[src/common/trip_pkg.sv]
package trip_pkg;

  // ------------------------------------------------------------
  // clocking and timebases
  // ------------------------------------------------------------
  localparam int CLK_MHZ = 25;
  localparam int PCM_MHZ = 8;
  localparam int STRETCH_TICK_MS = 1;
  localparam int TICK_CYC_DEFAULT = STRETCH_TICK_MS * 1000 * CLK_MHZ;
  localparam logic [4:0] PCM_STEP = 5'(PCM_MHZ);
  localparam logic [4:0] PCM_WRAP = 5'(CLK_MHZ);

  // ------------------------------------------------------------
  // trip configuration field of device_config_reg
  // ------------------------------------------------------------
  localparam logic [1:0] MODE_OFF = 2'h0;
  localparam logic [1:0] MODE_AVG = 2'h1;
  localparam logic [1:0] MODE_COUNT = 2'h2;
  localparam logic [1:0] MODE_UNFILT = 2'h3;
  localparam logic [2:0] CFG_PCM = 3'h4;
  localparam int POL_BIT = 2;

  // ------------------------------------------------------------
  // serial command and response layout
  // ------------------------------------------------------------
  localparam logic [4:0] CMD_LEN = 5'h10;
  localparam int CMD_REG_BIT = 15;
  localparam int CMD_AXIS_BIT = 14;
  localparam int CMD_ACC_BIT = 13;
  localparam logic [3:0] RESP_TAG = 4'h1;

  // ------------------------------------------------------------
  // stretch lengths in timebase ticks, per stretch_select
  // ------------------------------------------------------------
  localparam logic [1:0] SEL_NONE = 2'h0;
  localparam logic [7:0] STRETCH_SHORT = 8'h14;
  localparam logic [7:0] STRETCH_MID = 8'h50;
  localparam logic [7:0] STRETCH_LONG = 8'hf0;

  // ------------------------------------------------------------
  // sample processing
  // ------------------------------------------------------------
  localparam int HIST_DEPTH = 8;
  localparam logic signed [11:0] SAT_MAX = 12'sh0ff;
  localparam logic signed [11:0] SAT_MIN = 12'shf00;
  localparam logic [8:0] PCM_BIAS = 9'h100;
  localparam logic [3:0] HITS_MAX = 4'hf;

endpackage

[src/design/trip_out.sv]
`timescale 1ns/1ps

// Behaviour
// - unfiltered: at request end compare newest sample to both thresholds
// - unfiltered: trip pin active while selected and answer carries acceleration
// - no stretching while in unfiltered mode
// - stretching only in averaging or count mode
// - select 00: pin follows latest evaluated trip condition
// - select nonzero: pin active exactly while stretch timer nonzero
// - stretch timer counts down on its timebase, holds at zero
// - stretch timer reloads only when latest evaluation trips
// - stretch length comes from two-bit stretch_select field
// - during exception, running stretch finishes, new reads never reload
// - trip pin polarity chosen by configuration field
// - pulse-density selection turns shared pin into that stream
// - sample saturated to nine bits, offset to unsigned 0..511
// - nine-bit value summed at 8 MHz, carry drives pin
// - serial slave: clock idles low, sample first edge, msb first
// - transfer in two phases: command first, data in later transfer
// - serial clock and data ignored while select negated
// - averaging mode: mean reaching threshold trips and loads stretch
// - count mode: consecutive hits counted, limit reached trips
module trip_out import trip_pkg::*; #(
  parameter int TICK_CYC = TICK_CYC_DEFAULT
) (
  // clock and reset
  input wire logic clk,
  input wire logic resetn,
  // serial pins
  input wire logic cs_n,
  input wire logic sclk,
  input wire logic mosi,
  output logic miso,
  // sample path, same clock
  input wire logic [11:0] oc_sample,
  input wire logic exception_in,
  // configuration bits
  input wire logic [2:0] trip_cfg,
  input wire logic [1:0] stretch_select,
  input wire logic [1:0] window_size_field,
  input wire logic [7:0] thr_pos,
  input wire logic [7:0] thr_neg,
  // shared trip / pulse-density pin
  output logic arm_pin
);

  typedef struct packed {
    logic [2:0] cs_r;
    logic [2:0] sck_r;
    logic [1:0] mosi_r;
    logic [15:0] rx_r;
    logic [15:0] tx_r;
    logic [4:0] nbits_r;
    logic resp_pend_r;
    logic resp_acc_r;
    logic [11:0] resp_data_r;
    logic [HIST_DEPTH-1:0][11:0] hist_r;
    logic [3:0] hits_r;
    logic cond_r;
    logic [7:0] stretch_r;
    logic [14:0] tick_r;
    logic [4:0] frac_r;
    logic [8:0] acc_r;
    logic pcm_r;
    logic miso_r;
    logic arm_pin_r;
  } st_s;

  st_s st_r;
  st_s st_nxt;

  // ------------------------------------------------------------
  // helpers
  // ------------------------------------------------------------
  // thresholds act on the top eight bits of the sample
  function automatic logic trip_hit(input logic [11:0] v, input logic [7:0] p,
                                    input logic [7:0] n);
    logic signed [8:0] hi;
    hi = $signed({v[11], v[11:4]});
    return (hi >= $signed({1'b0, p})) || (hi <= -$signed({1'b0, n}));
  endfunction

  // mean of the newest 2^w samples; a power of two keeps it a shift
  function automatic logic [11:0] mean_of(input logic [HIST_DEPTH-1:0][11:0] h,
                                          input logic [1:0] w);
    logic signed [14:0] s;
    s = '0;
    for (int i = 0; i < HIST_DEPTH; i++) begin
      if (i < (1 << w)) begin
        s = s + 15'($signed(h[i]));
      end
    end
    return 12'(s >>> w);
  endfunction

  // ------------------------------------------------------------
  // decoded events
  // ------------------------------------------------------------
  logic cs_act, cs_fall, cs_rise, sck_rise, sck_fall, eval, upd, tick, pcm_tick;
  logic cond_new, load;
  logic [1:0] mode;
  logic [HIST_DEPTH-1:0][11:0] hist_new;
  logic [3:0] hits_new;
  logic [7:0] stretch_val;
  logic [8:0] pcm_val;
  logic [5:0] frac_sum;
  logic [9:0] acc_sum;

  // only the second and third sync stages are looked at
  assign cs_act = ~st_r.cs_r[1];
  assign cs_fall = st_r.cs_r[2] & ~st_r.cs_r[1];
  assign cs_rise = ~st_r.cs_r[2] & st_r.cs_r[1];
  assign sck_rise = cs_act & ~st_r.sck_r[2] & st_r.sck_r[1];
  assign sck_fall = cs_act & st_r.sck_r[2] & ~st_r.sck_r[1];
  assign mode = trip_cfg[1:0];
  assign eval = cs_rise && (st_r.nbits_r == CMD_LEN) && !st_r.rx_r[CMD_REG_BIT]
                && !st_r.rx_r[CMD_AXIS_BIT] && st_r.rx_r[CMD_ACC_BIT];
  assign upd = eval && !exception_in && (mode != MODE_OFF);
  assign tick = (st_r.tick_r == 15'(TICK_CYC - 1));
  assign hist_new = {st_r.hist_r[HIST_DEPTH-2:0], oc_sample};
  assign hits_new = !trip_hit(oc_sample, thr_pos, thr_neg) ? 4'h0 :
                    (st_r.hits_r == HITS_MAX) ? HITS_MAX : st_r.hits_r + 4'h1;

  always_comb begin
    unique case (mode)
      MODE_AVG: cond_new = trip_hit(mean_of(hist_new, window_size_field), thr_pos, thr_neg);
      MODE_COUNT: cond_new = hits_new >= (4'h1 << window_size_field);
      MODE_UNFILT: cond_new = trip_hit(oc_sample, thr_pos, thr_neg);
      MODE_OFF: cond_new = 1'b0;
    endcase
  end

  always_comb begin
    unique case (stretch_select)
      2'h1: stretch_val = STRETCH_SHORT;
      2'h2: stretch_val = STRETCH_MID;
      2'h3: stretch_val = STRETCH_LONG;
      SEL_NONE: stretch_val = 8'h00;
    endcase
  end

  // load only on trip in filtered modes
  assign load = upd && cond_new && (stretch_select != SEL_NONE)
                && ((mode == MODE_AVG) || (mode == MODE_COUNT));

  assign pcm_val = ($signed(oc_sample) > SAT_MAX) ? (SAT_MAX[8:0] + PCM_BIAS) :
                   ($signed(oc_sample) < SAT_MIN) ? (SAT_MIN[8:0] + PCM_BIAS) :
                   (oc_sample[8:0] + PCM_BIAS);
  // 8 MHz strobe from a fractional step of 8/25
  assign frac_sum = {1'b0, st_r.frac_r} + {1'b0, PCM_STEP};
  assign pcm_tick = frac_sum >= {1'b0, PCM_WRAP};
  assign acc_sum = {1'b0, st_r.acc_r} + {1'b0, pcm_val};

  // ------------------------------------------------------------
  // next state
  // ------------------------------------------------------------
  always_comb begin
    st_nxt = st_r;
    st_nxt.cs_r = {st_r.cs_r[1:0], cs_n};
    st_nxt.sck_r = {st_r.sck_r[1:0], sclk};
    st_nxt.mosi_r = {st_r.mosi_r[0], mosi};
    // shifter, mode 0, msb first, idle while deselected
    if (cs_fall) begin
      st_nxt.nbits_r = 5'h0;
      st_nxt.resp_acc_r = st_r.resp_pend_r;
      st_nxt.tx_r = st_r.resp_pend_r ? {RESP_TAG, st_r.resp_data_r} : 16'h0000;
      st_nxt.miso_r = st_r.resp_pend_r & RESP_TAG[3];
    end else if (sck_rise) begin
      st_nxt.rx_r = {st_r.rx_r[14:0], st_r.mosi_r[1]};
      st_nxt.nbits_r = (st_r.nbits_r == CMD_LEN) ? CMD_LEN : st_r.nbits_r + 5'h1;
    end else if (sck_fall) begin
      st_nxt.tx_r = {st_r.tx_r[14:0], 1'b0};
      st_nxt.miso_r = st_r.tx_r[14];
    end
    // data latched now, returned next transfer
    if (cs_rise) begin
      st_nxt.resp_acc_r = 1'b0;
      st_nxt.resp_pend_r = eval;
      st_nxt.miso_r = 1'b0;
      if (eval) begin
        st_nxt.resp_data_r = oc_sample;
      end
    end
    if (upd) begin
      st_nxt.hist_r = hist_new;
      st_nxt.hits_r = hits_new;
      st_nxt.cond_r = cond_new;
    end
    st_nxt.tick_r = tick ? 15'h0 : st_r.tick_r + 15'h1;
    if (load) begin
      st_nxt.stretch_r = stretch_val;
    end else if (tick && (st_r.stretch_r != 8'h00)) begin
      st_nxt.stretch_r = st_r.stretch_r - 8'h01;
    end
    // nine-bit wrapping accumulator at 8 MHz
    st_nxt.frac_r = pcm_tick ? 5'(frac_sum - {1'b0, PCM_WRAP}) : frac_sum[4:0];
    if (pcm_tick) begin
      st_nxt.acc_r = acc_sum[8:0];
      st_nxt.pcm_r = acc_sum[9];
    end
    if (trip_cfg == CFG_PCM) begin
      st_nxt.arm_pin_r = st_r.pcm_r;
    end else begin
      unique case (mode)
        MODE_UNFILT: st_nxt.arm_pin_r = st_r.cond_r & cs_act & st_r.resp_acc_r;
        MODE_AVG, MODE_COUNT: st_nxt.arm_pin_r = (stretch_select == SEL_NONE) ?
                                  st_r.cond_r : (st_r.stretch_r != 8'h00);
        MODE_OFF: st_nxt.arm_pin_r = 1'b0;
      endcase
      st_nxt.arm_pin_r = st_nxt.arm_pin_r ^ trip_cfg[POL_BIT];
    end
  end

  // ------------------------------------------------------------
  // state register
  // ------------------------------------------------------------
  // everything inactive from reset; a low-polarity pin settles next edge
  always_ff @(posedge clk or negedge resetn) begin
    if (!resetn) begin
      st_r <= '0;
      st_r.cs_r <= 3'h7;
    end else begin
      st_r <= st_nxt;
    end
  end

  assign miso = st_r.miso_r;
  assign arm_pin = st_r.arm_pin_r;

  // ------------------------------------------------------------
  // assertions
  // ------------------------------------------------------------
  property p_unfilt_hold;
    @(posedge clk) disable iff (!resetn)
      (mode == MODE_UNFILT && st_r.stretch_r == 8'h00) |=> st_r.stretch_r == 8'h00;
  endproperty
  a_unfilt_hold: assert property (p_unfilt_hold) else $error("stretch loaded in unfiltered");

  property p_reload;
    @(posedge clk) disable iff (!resetn)
      (upd && cond_new && mode == MODE_COUNT && stretch_select == 2'h2)
      |=> st_r.stretch_r == STRETCH_MID;
  endproperty
  a_reload: assert property (p_reload) else $error("stretch not reloaded");

  property p_no_load;
    @(posedge clk) disable iff (!resetn)
      (!eval && st_r.stretch_r != 8'h00) |=> st_r.stretch_r <= $past(st_r.stretch_r);
  endproperty
  a_no_load: assert property (p_no_load) else $error("stretch rose without trip");

  property p_count_down;
    @(posedge clk) disable iff (!resetn)
      (tick && !load && st_r.stretch_r != 8'h00) |=> st_r.stretch_r == $past(st_r.stretch_r) - 8'h01;
  endproperty
  a_count_down: assert property (p_count_down) else $error("stretch did not decrement");

  property p_hold_zero;
    @(posedge clk) disable iff (!resetn)
      (st_r.stretch_r == 8'h00 && !load) |=> st_r.stretch_r == 8'h00;
  endproperty
  a_hold_zero: assert property (p_hold_zero) else $error("stretch left zero");

  property p_exc_freeze;
    @(posedge clk) disable iff (!resetn)
      (eval && exception_in) |=> ($stable(st_r.cond_r) && st_r.stretch_r <= $past(st_r.stretch_r));
  endproperty
  a_exc_freeze: assert property (p_exc_freeze) else $error("exception read updated trip");

  property p_follow;
    @(posedge clk) disable iff (!resetn)
      (mode == MODE_AVG && stretch_select == SEL_NONE && !trip_cfg[POL_BIT])
      |=> arm_pin == $past(st_r.cond_r);
  endproperty
  a_follow: assert property (p_follow) else $error("pin not following trip");

  property p_stretch_pin;
    @(posedge clk) disable iff (!resetn)
      (mode == MODE_COUNT && stretch_select != SEL_NONE && trip_cfg[POL_BIT])
      |=> arm_pin == ($past(st_r.stretch_r) == 8'h00);
  endproperty
  a_stretch_pin: assert property (p_stretch_pin) else $error("pin not tied to timer");

  property p_unfilt_gate;
    @(posedge clk) disable iff (!resetn)
      (mode == MODE_UNFILT && !trip_cfg[POL_BIT] && !cs_act) |=> !arm_pin;
  endproperty
  a_unfilt_gate: assert property (p_unfilt_gate) else $error("pin active while deselected");

  property p_sat;
    @(posedge clk) disable iff (!resetn)
      ($signed(oc_sample) > SAT_MAX) |-> pcm_val == 9'h1ff;
  endproperty
  a_sat: assert property (p_sat) else $error("pulse-density value not saturated");

  property p_accum;
    @(posedge clk) disable iff (!resetn)
      pcm_tick |=> st_r.acc_r == 9'($past(st_r.acc_r) + $past(pcm_val));
  endproperty
  a_accum: assert property (p_accum) else $error("accumulator step wrong");

  property p_pcm_pin;
    @(posedge clk) disable iff (!resetn)
      (trip_cfg == CFG_PCM) |=> arm_pin == $past(st_r.pcm_r);
  endproperty
  a_pcm_pin: assert property (p_pcm_pin) else $error("pin not carrying carry stream");

  c_trip_avg: cover property (@(posedge clk) disable iff (!resetn) upd && mode == MODE_AVG && cond_new);
  c_expire: cover property (@(posedge clk) disable iff (!resetn)
    st_r.stretch_r == 8'h01 && tick ##1 st_r.stretch_r == 8'h00);
  c_carry: cover property (@(posedge clk) disable iff (!resetn) pcm_tick && acc_sum[9]);
  c_unfilt_on: cover property (@(posedge clk) disable iff (!resetn)
    mode == MODE_UNFILT && st_r.cond_r && st_r.resp_acc_r && cs_act);

endmodule

[config.mk]
export PLATFORM = sky130hd
export DESIGN_NAME = trip_out
export DESIGN_NICKNAME = d
export VERILOG_FILES = /design/src/common/trip_pkg.sv /design/src/design/trip_out.sv
export SDC_FILE = /design/constraint.sdc
export NUM_CORES = 1
export LEC_CHECK = 0
export CORE_AREA = 2 2 222 224
export CTS_CLUSTER_DIAMETER = 50
export DETAILED_ROUTE_END_ITERATION = 12
export DIE_AREA = 0 0 224 226
export DONT_BUFFER_PORTS = 1
export GPL_TIMING_DRIVEN = 0
export HOLD_SLACK_MARGIN = 0.03
export PLACE_DENSITY = 0.41
export SKIP_CTS_REPAIR_TIMING = 1
export SYNTH_ARGS = -nofsm -noshare
export SYNTH_HDL_FRONTEND = slang
export SYNTH_SLANG_ARGS = --single-unit
[constraint.sdc]
create_clock -name clk -period 14 [get_ports clk]
set_input_delay 0.7 -clock clk [delete_from_list [all_inputs] [get_ports clk]]
set_output_delay 0.7 -clock clk [all_outputs]
set_load 0.005 [all_outputs]
* Word-level counts from Yosys, hierarchy flattened *
Cells that the tools add are included.

storage, ports and cells
  input port bits = 41
  flip-flop bits (word level) = 187

operators by class
  muxes and demuxes = 43
  bitwise logic cells = 14
  reductions and logical operators = 31
  shift operators = 3
  magnitude comparators = 16
  equal/unequal tests = 12
  $add $sub $neg = 16

operators with widths
  kind                     number
  $mux W15                 19
  $lt A4 B32 Y1 const A    4
  $add A15 B12 Y15         7
  $lt A3 B32 Y1 const A    2
  $lt A1 B32 Y1 const A    1
  $lt A2 B32 Y1 const A    1
  $pmux W8 S4              1
  $shl A1 B2 Y32 const A   1
  $mux W13                 2
  $mux W20                 1
  $ge A8 B9 Y1             2
  $le A8 B9 Y1             2
  $mux W9                  2
  $mux W8                  2
  $add A15 B1 Y15 const B  1
  $eq A15 B15 Y1 const B   1
  $mux W5                  3
  $sshr A15 B2 Y12         1
  $gt A12 B9 Y1 const B    1
  $lt A12 B9 Y1 const B    1
  $mux W12                 1
  $reduce_bool A2 Y1       6
  $add A9 B9 Y10           1
  $logic_and A1 B1 Y1      10
  other kinds (31)         62

* Depth between registers and ports, before layout *
  depth in word-level cells = 33
  gate-level depth with buffers = 63
  mapped depth without buffers = 63

* Least setup slack after synthesis *
No wires, ideal clock.

  path type = input -> register
  from = input port oc_sample[0]
  to = register st_r[33] (netlist bit)
  path buffers = 0
  data arrival time = 11.111 ns
  setup time = 0.087 ns
  slack = 2.802 ns
  stages = 54
  cell sequence = ha_1 > fa_1 > a21o_1 > a21oi_1 > o21bai_1 > a2111oi_1 > nor2_1 > xnor2_1 > o21ai_0 > ha_1 > a21o_1 > a31oi_1 > xnor2_1 > a21o_1 > ha_1 > nand3_1 > o31ai_1 > a21oi_1 > (+18 left out) > o21ai_2 > a311oi_4 > xnor2_1 > xnor3_1 > xnor2_1 > a21boi_0 > or2_1 > ha_1 > nand2_1 > o21ai_0 > a22o_1 > a22o_1 > a22oi_1 > o21ai_0 > and2_1 > and3_1 > o311a_4 > a211oi_2

on the way
  longest elaborated chain between the ends = 31

RTL lines
  what                                           RTL line         text
  from (decl)                                    trip_out.sv:35   input wire logic [11:0] oc_sample,
  $mux W15 (*)                                   trip_out.sv:89   if (i < (1 << w)) begin
  $mux W15 (*)                                   trip_out.sv:125  unique case (mode)
  $add A15 B12 Y15                               trip_out.sv:90   s = s + 15'($signed(h[i]));
  $mux W15 (*)                                   trip_out.sv:89
  $mux W15 (*)                                   trip_out.sv:125
  $add A15 B12 Y15                               trip_out.sv:90
  $mux W15 (*)                                   trip_out.sv:89
  $mux W15 (*)                                   trip_out.sv:125
  (+14 left out)                                 --
  $mux W15 (*)                                   trip_out.sv:125
  $sshr A15 B2 Y12 (*)                           trip_out.sv:93   return 12'(s >>> w);
  $ge A8 B9 Y1 or $le A8 B9 Y1 (tied branches)   trip_out.sv:80   return (hi >= $signed({1'b0, p})) || (hi <= -$signed({1'b0, n}));
  $logic_or A1 B1 Y1 (*)                         trip_out.sv:80
  $pmux W1 S4 (*)                                trip_out.sv:125
  $logic_and A1 B1 Y1 (*) (2 in series)          trip_out.sv:143  assign load = upd && cond_new && (stretch_select != SEL_NONE)
  $logic_and A1 B1 Y1 (*)                        trip_out.sv:144  && ((mode == MODE_AVG) || (mode == MODE_COUNT));
  $mux W8 or $reduce_bool A2 Y1 (tied branches)  --
  to (signal assigned)                           trip_out.sv:223  st_r <= st_nxt;
  to (decl)                                      trip_out.sv:69   st_s st_r;

Every way passes the cells marked *; elsewhere a longest branch is shown, timed or not. The select of a mux whose other input is x is not followed.
A chain may end at the register's enable or synchronous reset.

* Final worst setup path *
  from = register st_r, in the netlist hist_new[12]
  to = register st_r[38] (netlist bit)

on the way
  longest elaborated chain between the ends = 29

RTL lines
  what                                           RTL line
  $add A15 B12 Y15 (*)                           trip_out.sv:90
  $mux W15 (*)                                   trip_out.sv:89
  $mux W15 (*)                                   trip_out.sv:125
  $add A15 B12 Y15                               trip_out.sv:90
  $mux W15 (*)                                   trip_out.sv:89
  $mux W15 (*)                                   trip_out.sv:125
  $add A15 B12 Y15                               trip_out.sv:90
  $mux W15 (*)                                   trip_out.sv:89
  (+12 left out)                                 --
  $mux W15 (*)                                   trip_out.sv:125
  $sshr A15 B2 Y12 (*)                           trip_out.sv:93
  $ge A8 B9 Y1 or $le A8 B9 Y1 (tied branches)   trip_out.sv:80
  $logic_or A1 B1 Y1 (*)                         trip_out.sv:80
  $pmux W1 S4 (*)                                trip_out.sv:125
  $logic_and A1 B1 Y1 (*) (2 in series)          trip_out.sv:143
  $logic_and A1 B1 Y1 (*)                        trip_out.sv:144
  $mux W8 or $reduce_bool A2 Y1 (tied branches)  --

Marked as above.

==> summary.txt <==
Status
  – Outcome: completed

Clock network
  – Clk slew on worst S/H paths: 0.08 ns
  – CTS Root Cell: clkbuf_16
  – CTS Buffer Depth: 2
  – Max H-tree Level: 4
  – Worst-skew pair later-pin latency: 0.51 ns
  – TritonCTS clock tree: yes
  – CTS buffer count: 17
  – CTS Sinks: 187

Yosys
  – Async set or reset register ratio after synthesis: 1.00
  – Sequential fraction of the synthesis area: 0.328
  – Yosys warns: 0
  – Synth area leader: dfrtp_1
  – Synth top area cells: dfrtp_1 (32%), ha_1 (15%), nand2_1 (9.0%)
  – Ys flop type: dfrtp_1
  – Cells after Synth: 1666
  – Post-synthesis register bit count: 187
  – Area share of the largest cell type after synthesis: 0.322
  – Distinct cells, synth: 77
  – Synthesized cell area: 14300 sq um
  – EDFF count, synth: 0
  – Syn Area/Cell: 8.58 sq um
  – Synth Net Count: 1880

GRT
  – GR Overflow Total: 0
  – Vias in the first global route: 11600
  – First-pass GRT wire length: 66200 um
  – Largest net degree at the start of global routing: 188
  – Tot GR Track Use: 0.173
  – Antenna violations before repair: 0

STA
  – Slew Limit Fails: 0
  – Fmax: 77.7 MHz
  – Final setup viols: 0
  – RSZ-0062 raised after global routing: no
  – Slew headroom: 0.141
  – Final Cycle Share: 0.919
  – Worst-Margin Slew: 1.29 ns
  – Final hold slack: 0.187 ns
  – Minimum clock period: 12.87 ns
  – Clock Skew: 0.0162 ns
  – Hold Vio Cnt, Final: 0
  – Setup_tns: 0 ns

Setup path
  – Req. time, crit path: 14.40 ns
  – Top cell by count, worst path: ha_1
  – Critical Path Source: hist_new[12]$_DFFE_PN0P_
  – Slowest cell delay on critical path: 0.61 ns
  – Slowest CP cell: a2111oi_1
  – Critical Path AT: 13.27 ns
  – Reg2Reg Depth: 54
  – Worst reg2reg startpoint: hist_new[12]$_DFFE_PN0P_
  – Critical path fanouts, max: 6
  – WS Path Type: reg2reg
  – Setup crit end kind: register
  – Startpoint Class: register

Drt
  – Number of nets with antenna violations after routing: 0
  – Remaining DRCs: 0
  – Drt total wl: 41600 um
  – Via Count: 11500
  – Detailed router's first-iteration violation count: 677
  – DR vias/cell: 4.97
  – DRT Pass-1 Iters: 7
  – Drt wl/cell: 17.9 um

Die
  – DIE WIDTH: 224 um
  – Starting Density: 0.296
  – I/O pins: 43
  – Core area: 48300 sq um
  – # rows: 81
  – Die area: 50600 sq um
  – Die span in y: 226 um

Layout
  – Layout area overhead: 9.75%
  – Nets: 1902
  – Fillers: 5135
  – Fraction of layout cells with a size suffix above 1: 0.0570
  – Fin cells: 2324
  – Finished Cell Area: 15700 sq um

Placement
  – Port Buf Inserts: 0
  – Placer Congestion: 0.819
  – Area after DPL: 15100 sq um
  – Dpl cells: 2289
  – HPWL after detailed placement: 31600 um

Min path
  – Worst Hold Launch: cs_n
  – Min-Delay Path Depth: 0
  – Worst hold-check path type: in2reg

Power
  – Power per standard cell area: 95.8 nW/um^2
  – Max VDD drop: 0.0898 mV
  – Pleak: 7.69 nW
  – Total power: 1.50 mW

Run
  – Max Cap Viol: 0
[cell usage in the layout (no fill, tap or decap), types with 6 or more instances in the layout]
cell type	count
ha_1	166
o21ai_0	111
and3_1	10
o211ai_1	6
o22ai_1	8
inv_1	83
or3_1	6
a21o_1	56
nand2_1	342
o21bai_1	14
xnor2_1	62
dfrtp_1	184
o31ai_1	7
clkbuf_16	17
xor2_1	52
a31oi_1	10
mux2_2	32
clkbuf_1	44
and2_1	15
o21a_1	25
nor2_1	109
nand3_1	19
nor2b_1	23
nand4_1	14
nor3_1	23
nand2b_1	24
fa_1	7
a21oi_1	99
mux2i_1	21
[final cells by class]
cell class | instances | area, sq um | share of cell area
Multi-Input combinational cell | 1347 | 9120 | 0.581
Sequential cell | 187 | 4680 | 0.299
Tap cell | 622 | 778 | 0.0496
Clock buffer | 20 | 447 | 0.0285
Inverter | 84 | 315 | 0.0201
Buffer | 48 | 188 | 0.0120
Clock inverter | 12 | 108 | 0.00686
Timing Repair Buffer | 3 | 48.8 | 0.00311
Antenna cell | 1 | 2.50 | 0.000160
[cell usage after synthesis, types with 3 or more instances]
| cell | number |
|---|---|
| nand2_1 | 342 |
| dfrtp_1 | 184 |
| ha_1 | 166 |
| o21ai_0 | 111 |
| nor2_1 | 109 |
| a21oi_1 | 99 |
| inv_1 | 83 |
| xnor2_1 | 62 |
| a21o_1 | 56 |
| xor2_1 | 52 |
| clkbuf_1 | 42 |
| mux2_2 | 32 |
| o21a_1 | 25 |
| nand2b_1 | 24 |
| nor3_1 | 24 |
| nor2b_1 | 23 |
| mux2i_1 | 21 |
| nand3_1 | 19 |
| and2_1 | 15 |
| nand4_1 | 14 |
| o21bai_1 | 14 |
| a31oi_1 | 10 |
| and3_1 | 10 |
| o22ai_1 | 8 |
| o31ai_1 | 8 |
| fa_1 | 7 |
| o211ai_1 | 6 |
| or3_1 | 6 |
| a211oi_1 | 5 |
| buf_1 | 5 |
| o31a_1 | 5 |
| or2_2 | 5 |
| a21boi_0 | 4 |
| a22o_1 | 4 |
| mux4_2 | 4 |
| o21ai_1 | 4 |
| dfstp_2 | 3 |
| nor4_1 | 3 |
| o311ai_1 | 3 |
| o41ai_1 | 3 |
[layer usage]
| layer | routed length, um | vias to the layer above | track usage |
|---|---|---|---|
| li1 | - | 5839 | - |
| met1 | 20600 | 5514 | 0.235 |
| met2 | 18800 | 164 | 0.278 |
| met3 | 1620 | 29 | 0.0332 |
| met4 | 576 | 0 | 0.0501 |
| met5 | 0 | - | 0 |
[final timing paths]
check | slack [ns] | end
max reg2reg | 1.13 | st_r[38]$_DFFE_PN0P_
min | 0.19 | st_nxt[198]$_DFF_PN1_
max | 1.13 | st_r[38]$_DFFE_PN0P_
min in group asynchronous | 0.28 | st_r[193]$_DFF_PN0_
min reg2reg | 0.35 | st_r[193]$_DFF_PN0_
max in group asynchronous | 13.02 | hist_new[75]$_DFFE_PN0P_
[stage by stage]
step / worst slack, ns / util
after detailed placement: 0.766 / 0.312
after floorplan: 2.80 / -
final: 1.13 / 0.325
after CTS: 1.00 / 0.324
after global routing: 0.0734 / 0.324
after global placement: 0.746 / 0.312
[registers in the layout, indices dropped and copies added (netlist names)]
register,count
st_r,96
arm_pin,1
hist_new,84
st_nxt,5
miso,1
[cells by family (layout without fill, tap and decap cells)]
kind of cell,count (synthesis),in the layout,synth area share
simple gates,606,606,0.184
compound gates,393,393,0.176
fa+ha+maj,173,173,0.155
mux,58,58,0.0478
flops,187,187,0.328
other cells,0,1,0
buf+inv,132,167,0.0352
xor+xnor,117,117,0.0737
[worst max-delay path, delay by kind of cell, from the launching register on]
kind                       cells  cell delay, ns
adders and majority gates      9            2.95
AOI/OAI and AO/OA             28            6.04
and+or+nand+nor                9            1.78
DFF                            1            0.40
xor gates and xnor gates       8            1.59
[where the power goes]
group          total [mW]  internal [mW]  switching [mW]
Clock               0.495          0.237           0.258
Combinational       0.416          0.180           0.236
Sequential          0.592          0.572          0.0196
Total                1.50          0.990           0.513
Note: power is estimated with default switching activity, not from simulation.
